### src/hdl/hmsc_defs.vh
`ifndef HMSC_DEFS_VH
`define HMSC_DEFS_VH

// register offsets (documented port: sw_addr, the software write address)
`define HMSC_OFS_CTRL0      7'h00
`define HMSC_OFS_CTRL1      7'h01
`define HMSC_OFS_CTRL2      7'h02
`define HMSC_OFS_ROUTE      7'h03
`define HMSC_OFS_INSEL      7'h04
`define HMSC_OFS_FORMAT     7'h05
`define HMSC_OFS_EMASK      7'h06
`define HMSC_NUM_REGS       7'h07

// control 0 fields
`define HMSC_C0_FORCED_CLOCK_SWITCH_BIT  6
`define HMSC_C0_PDR_BIT     3
`define HMSC_C0_TRUNCATE_OUTPUT_BIT   2
// control 1 fields
`define HMSC_C1_SWCLK_BIT   7
`define HMSC_C1_MUTE_BIT    6
`define HMSC_C1_HOLD_MSB    3
`define HMSC_C1_HOLD_LSB    2
`define HMSC_C1_RCKF_BIT    1
`define HMSC_C1_CHS_BIT     0
// control 2 fields
`define HMSC_C2_EMPH_MSB    6
`define HMSC_C2_EMPH_LSB    4
// control 4 fields
`define HMSC_C4_RUN_BIT     7
`define HMSC_C4_RXD_BIT     6
`define HMSC_C4_RXSEL_MSB   5
`define HMSC_C4_RXSEL_LSB   3
`define HMSC_C4_TXSEL_MSB   2
`define HMSC_C4_TXSEL_LSB   0
// serial format fields
`define HMSC_SF_MASTER_BIT  7
// error mask: subcode crc, status crc, lock, conf, validity, biphase, parity
`define HMSC_EM_FIXED       8'h1b
`define HMSC_EM_VAL_BIT     2

// format code to low seven bits: rate, res[1:0], just, delay, sclk pol, lr pol
`define HMSC_FMT_LJ24       7'h00
`define HMSC_FMT_I2S24      7'h05
`define HMSC_FMT_RJ24       7'h08
`define HMSC_FMT_AES3       7'h30

`endif

### src/hdl/hmsc_strap_config.v
`timescale 1ns/1ps
`include "hmsc_defs.vh"
module hmsc_strap_config
(
    input  wire       clock,
    input  wire       rst_n,
    input  wire       serial_data_out_strap,
    input  wire       tx_select_strap,
    input  wire       user_bit_strap,
    input  wire       high_rate_strap,
    input  wire       cable_receiver_strap,
    input  wire       audio_strap,
    input  wire       channel_status_strap,
    input  wire       validity_error_strap,
    input  wire       external_master_clock,
    input  wire [1:0] rx_select_pins,
    input  wire [1:0] tx_select_pins,
    input  wire       sw_wr_en,
    input  wire [6:0] sw_addr,
    input  wire [7:0] sw_wdata,
    output reg        hardware_mode,
    output reg        config_valid,
    output reg  [7:0] receiver_control_0,
    output reg  [7:0] receiver_control_1,
    output reg  [7:0] receiver_control_2,
    output reg  [7:0] output_pin_routing,
    output reg  [7:0] input_select_control,
    output reg  [7:0] serial_output_format,
    output reg  [7:0] error_mask
);

    localparam [2:0] ST_RESET  = 3'b001;
    localparam [2:0] ST_SAMPLE = 3'b010;
    localparam [2:0] ST_RUN    = 3'b100;

    reg  [2:0] state_q;
    reg        mclk_prev_q;
    reg        mclk_seen_q;
    reg  [6:0] fmt_bits;
    wire [1:0] format_code;
    wire       load_now;
    wire       sw_write;

    assign format_code = {audio_strap, channel_status_strap};
    assign load_now    = (state_q == ST_SAMPLE);
    // software writes act only when the strap chose software mode
    assign sw_write    = (state_q == ST_RUN) && !hardware_mode && sw_wr_en;

    always @*
    begin
        case (format_code)
            2'b00:   fmt_bits = `HMSC_FMT_LJ24;
            2'b01:   fmt_bits = `HMSC_FMT_I2S24;
            2'b10:   fmt_bits = `HMSC_FMT_RJ24;
            default: fmt_bits = `HMSC_FMT_AES3;
        endcase
    end

    always @(posedge clock)
    begin
        if (!rst_n)
        begin
            state_q <= ST_RESET;
        end
        else
        begin
            case (state_q)
                ST_RESET:  state_q <= ST_SAMPLE;
                ST_SAMPLE: state_q <= ST_RUN;
                default:   state_q <= ST_RUN;
            endcase
        end
    end

    always @(posedge clock)
    begin
        if (!rst_n)
        begin
            mclk_prev_q <= 1'b0;
            mclk_seen_q <= 1'b0;
        end
        else
        begin
            mclk_prev_q <= external_master_clock;
            if (state_q != ST_RESET && mclk_prev_q != external_master_clock)
            begin
                mclk_seen_q <= 1'b1;
            end
        end
    end

    always @(posedge clock)
    begin
        if (!rst_n)
        begin
            hardware_mode        <= 1'b0;
            config_valid         <= 1'b0;
            receiver_control_0   <= 8'h00;
            receiver_control_1   <= 8'h00;
            receiver_control_2   <= 8'h00;
            output_pin_routing   <= 8'h00;
            input_select_control <= 8'h00;
            serial_output_format <= 8'h00;
            error_mask           <= 8'h00;
        end
        else if (load_now)
        begin
            hardware_mode <= !serial_data_out_strap;
            config_valid  <= 1'b1;
            if (!serial_data_out_strap)
            begin
                receiver_control_0 <= 8'h00;
                // transmit-select strap; open pin reads low
                receiver_control_0[`HMSC_C0_PDR_BIT] <= tx_select_strap;
                receiver_control_1 <= 8'h00;
                receiver_control_1[`HMSC_C1_RCKF_BIT] <= user_bit_strap;
                receiver_control_2 <= 8'h00;
                receiver_control_2[`HMSC_C2_EMPH_MSB] <= high_rate_strap;
                input_select_control <= 8'h00;
                input_select_control[`HMSC_C4_RUN_BIT] <= 1'b1;
                serial_output_format <= {cable_receiver_strap, fmt_bits};
                error_mask <= `HMSC_EM_FIXED;
                error_mask[`HMSC_EM_VAL_BIT] <= validity_error_strap;
            end
        end
        else if (hardware_mode)
        begin
            receiver_control_1[`HMSC_C1_SWCLK_BIT] <= mclk_seen_q;
            input_select_control[`HMSC_C4_RXSEL_LSB+1:`HMSC_C4_RXSEL_LSB] <= rx_select_pins;
            input_select_control[`HMSC_C4_TXSEL_LSB+1:`HMSC_C4_TXSEL_LSB] <= tx_select_pins;
        end
        else if (sw_write)
        begin
            // only the first seven offsets exist here
            if (sw_addr == `HMSC_OFS_CTRL0)
                receiver_control_0 <= sw_wdata;
            else if (sw_addr == `HMSC_OFS_CTRL1)
                receiver_control_1 <= sw_wdata;
            else if (sw_addr == `HMSC_OFS_CTRL2)
                receiver_control_2 <= sw_wdata;
            else if (sw_addr == `HMSC_OFS_ROUTE)
                output_pin_routing <= sw_wdata;
            else if (sw_addr == `HMSC_OFS_INSEL)
                input_select_control <= sw_wdata;
            else if (sw_addr == `HMSC_OFS_FORMAT)
                serial_output_format <= sw_wdata;
            else if (sw_addr == `HMSC_OFS_EMASK)
                error_mask <= sw_wdata;
        end
    end

endmodule // hmsc_strap_config
### config.mk
export PLATFORM = sky130hd
export DESIGN_NAME = hmsc_strap_config
export DESIGN_NICKNAME = d
export VERILOG_FILES = /design/src/hdl/hmsc_strap_config.v
export VERILOG_INCLUDE_DIRS = /design/src /design/src/hdl
export SDC_FILE = /design/constraint.sdc
export NUM_CORES = 1
export LEC_CHECK = 0
export ABC_CLOCK_PERIOD_IN_PS = 2270
export BUFFER_PORTS_ARGS = -buffer_cell sky130_fd_sc_hd__buf_4
export CAP_MARGIN = 10
export CORE_ASPECT_RATIO = 0.9
export CORE_MARGIN = 3
export CORE_UTILIZATION = 41
export CTS_CLUSTER_SIZE = 28
export DETAILED_ROUTE_END_ITERATION = 6
export PLACE_DENSITY = 0.69
export SLEW_MARGIN = 5
export SYNTH_ARGS = -nofsm -noshare
export SYNTH_HDL_FRONTEND = slang
export SYNTH_SLANG_ARGS = --single-unit
### constraint.sdc
create_clock -name clock -period 2.27 [get_ports clock]
set_input_delay 0.454 -clock clock [delete_from_list [all_inputs] [get_ports clock]]
set_output_delay 0.454 -clock clock [all_outputs]
set_load 0.03 [all_outputs]
==> results.sh <==
export IMPL_max_freq_ghz=0.467
export IMPL_crit_path_start="state_q[0]"
export IMPL_std_cell_rows=27
export IMPL_wl_per_cell_um=16.6
export IMPL_peakVddDrop_mv=0.378
export IMPL_cts_hold_fix_buffers=0
export IMPL_ios=89
export IMPL_portBuffers=88
export IMPL_hold_class="input pin to flop"
export IMPL_drc=0
export IMPL_cts_buffers=9
export IMPL_start_util_pct=43.5
export IMPL_async_reset_ff_share_pct=0
export IMPL_clkPwrFrac_pct=42.3
export IMPL_drt_vias_per_instance=5.45
export IMPL_multi_input_area_um2=1370
export IMPL_num_fill_cells=599
export IMPL_postCtsSetupRepairBufs=0
export IMPL_max_slew_margin_pct=60.0
export IMPL_syn2layout_area_growth_pct=38.5
export IMPL_fin_crit_sh_pct=94.3
export IMPL_grt_max_degree=38
export IMPL_track_usage_pct=22.4
export IMPL_clk_latency_ns=0.35
export IMPL_synth_avg_cell_area_um2=8.93
export IMPL_required_ns=2.50
export IMPL_path_max_fanout=8
export IMPL_seq_area_frac_synth_pct=46.1
export IMPL_place_area_um2=3590
export IMPL_status="finished clean"
export IMPL_r2r_start="state_q[0]"
export IMPL_clkTransAtPathRegs_ns=0.07
export IMPL_die_h_um=83.5
export IMPL_drt_total_wl_mm=8.28
export IMPL_powerDensity_nw_per_um2=613
export IMPL_worst_clock_skew_ns=0.00789
export IMPL_num_nets_final=437
export IMPL_ctsLongestPathBuffers=2
export IMPL_syn_cell_area_um2=2730
export IMPL_synth_nets=337
export IMPL_criticalPathCategory="flop to flop"
export IMPL_synth_main_ff_cell="dfxtp_1"
export IMPL_htreeDepth=3
export IMPL_place_congestion=0.841
export IMPL_grt_pass1_vias=2637
export IMPL_crit_arrival_ns=2.37
export IMPL_tns_ns=0
export IMPL_place_ws_ns=-0.00693
export IMPL_antenna_cells=0
export IMPL_first_pass_iters=4
export IMPL_drtIter0Drc=196
export IMPL_core_um2=6280
export IMPL_cts_tree="built"
export IMPL_design_area_um2=3790
export IMPL_synth_edf_count=0
export IMPL_antenna_found_initial=0
export IMPL_die_area_um2=7690
export IMPL_dp_hpwl_mm=5.85
export IMPL_overflow=0
export IMPL_power_frac_seq_pct=48.6
export IMPL_drv_slew=0
export IMPL_dr_total_vias=2716
export IMPL_hp_start="external_master_clock"
export IMPL_ys_types=37
export IMPL_hold_viol_final=0
export IMPL_critPathCaptureType="flop"
export IMPL_cts_root_buffer="clkbuf_8"
export IMPL_setup_viol=0
export IMPL_leakagePower_nw=1.57
export IMPL_startpoint_type="flop"
export IMPL_synthCells=306
export IMPL_hold_worst_slack_ns=0.327
export IMPL_rsz0062_at_grt="no"
export IMPL_internal_power_w=0.00173
export IMPL_cap_violations=0
export IMPL_setup_ws_ns=0.129
export IMPL_dieWidth_um=92.1
export IMPL_p_comb_share_pct=9.1
export IMPL_cts_resized=0
export IMPL_final_layout_size_suffix_gt1_share_pct=32.8
export IMPL_ys_ff_latch=63
export IMPL_tightest_slew_ns=0.601
export IMPL_sw_frac_of_total_pct=25.3
export IMPL_cts_num_sinks=63
export IMPL_register_area_um2=1260
export IMPL_total_power_w=0.00232
export IMPL_timing_final_crit_period_ns=2.14
export IMPL_p_switching_w=0.000588
export IMPL_grt_pass1_wl_mm=13.5
export IMPL_ant_nets=0
export IMPL_synth_warnings=0
## power groups by stage
stage                     clock (W)  combinational, W  sequential (W)
final                      0.000981          0.000212         0.00113
after global routing        0.00105          0.000230         0.00113
after CTS                  0.000995          0.000212         0.00113
after detailed placement          0          0.000211         0.00115
after global placement            0          0.000209         0.00115
after floorplan                   0         0.0000886         0.00117
## per-stage QoR
stage / std cells / util, %
final: 498 / 60.3
after global routing: 498 / 60.3
after floorplan: 306 / -
after global placement: 482 / 57.1
after CTS: 498 / 60.3
after detailed placement: 482 / 57.1
## layout by cell type (no fill, tap or decap), types with 4 or more instances in the layout
cell / n
a211oi_1: 6
a21oi_1: 25
a31oi_1: 5
and2_1: 6
and3_1: 6
buf_4: 110
clkbuf_8: 10
dfxtp_1: 63
mux2i_1: 19
nand2_1: 38
nand2b_1: 4
nand3_1: 21
nand4_1: 10
nor2_1: 17
nor4_4: 5
o211ai_1: 5
o21ai_0: 12
o22ai_1: 5
o311a_1: 5
or3_1: 5
## worst max-delay path, cell delays in order, from the launching register on
cell     delay, ns
dfxtp_1       0.34
or4b_1        0.65
or4_1         0.74
mux2i_1       0.21
o22ai_1       0.08
## logic make-up after synthesis
kind of cell / after synthesis / share of synthesized area, %
buffers and inverters: 24 / 3.94
xor gates and xnor gates: 1 / 0.320
AOI/OAI and AO/OA: 68 / 15.4
muxes: 19 / 6.96
and+or+nand+nor: 131 / 27.3
DFF: 63 / 46.1
## registers in the layout (all words and copies together), names as in the netlist
name                  flops
state_q                   3
output_pin_routing        8
hardware_mode             1
mclk_prev_q               1
error_mask                8
mclk_seen_q               1
receiver_control_0        8
serial_output_format      8
input_select_control      8
receiver_control_1        8
receiver_control_2        8
config_valid              1
## final cells by class
class | instances | share of cell area [%]
clock buffer | 10 | 3.64
clock inverter | 6 | 1.59
inverter | 2 | 0.198
multi-input combinational | 219 | 36.1
sequential | 63 | 33.3
tap | 87 | 2.88
timing repair buffer | 111 | 22.3
## synth_stat cells (2+ instances only)
| cell | instances | share of area [%] |
|---|---|---|
| a211oi_1 | 6 | 1.6 |
| and2_1 | 6 | 1.4 |
| dfxtp_1 | 63 | 46 |
| o22ai_1 | 5 | 1.1 |
| nor3b_1 | 3 | 0.82 |
| o311a_1 | 5 | 1.8 |
| a31oi_1 | 5 | 1.1 |
| clkbuf_1 | 16 | 2.2 |
| nand2_1 | 38 | 5.2 |
| o21ai_0 | 12 | 2.2 |
| buf_1 | 2 | 0.27 |
| mux2i_1 | 19 | 7.0 |
| and3_1 | 6 | 1.4 |
| o211ai_1 | 5 | 1.4 |
| nor3_1 | 3 | 0.55 |
| or3_1 | 5 | 1.1 |
| nor2_1 | 17 | 2.3 |
| inv_1 | 2 | 0.27 |
| buf_2 | 2 | 0.37 |
| buf_6 | 2 | 0.82 |
| a311oi_1 | 3 | 0.96 |
| nor4_4 | 5 | 3.9 |
| nor2b_1 | 2 | 0.46 |
| nand2b_1 | 4 | 0.92 |
| nand3_1 | 21 | 3.8 |
| a21oi_1 | 25 | 4.6 |
| or2_2 | 2 | 0.46 |
| nand4_1 | 10 | 2.3 |
| or4_1 | 3 | 0.82 |
| nor4_1 | 2 | 0.46 |
## path summary, 6_finish.rpt
kind | end | slack, ns | cells past startpoint
max reg2reg | receiver_control_1[7] | 0.13 | 4
max | receiver_control_1[7] | 0.13 | 4
min reg2reg | receiver_control_2[4] | 0.46 | 2
min | mclk_prev_q | 0.33 | 2
## per-layer routing
metal  vias up  global-route usage (%)  part of all wire [%]
met2       111                    34.9                    47
met1      1273                    28.8                    42
li1       1317                       -                     -
met5         -                       0                     0
met4         0                    7.83                   1.9
met3        15                    7.75                   9.4
(Power assumes the default switching activity.)
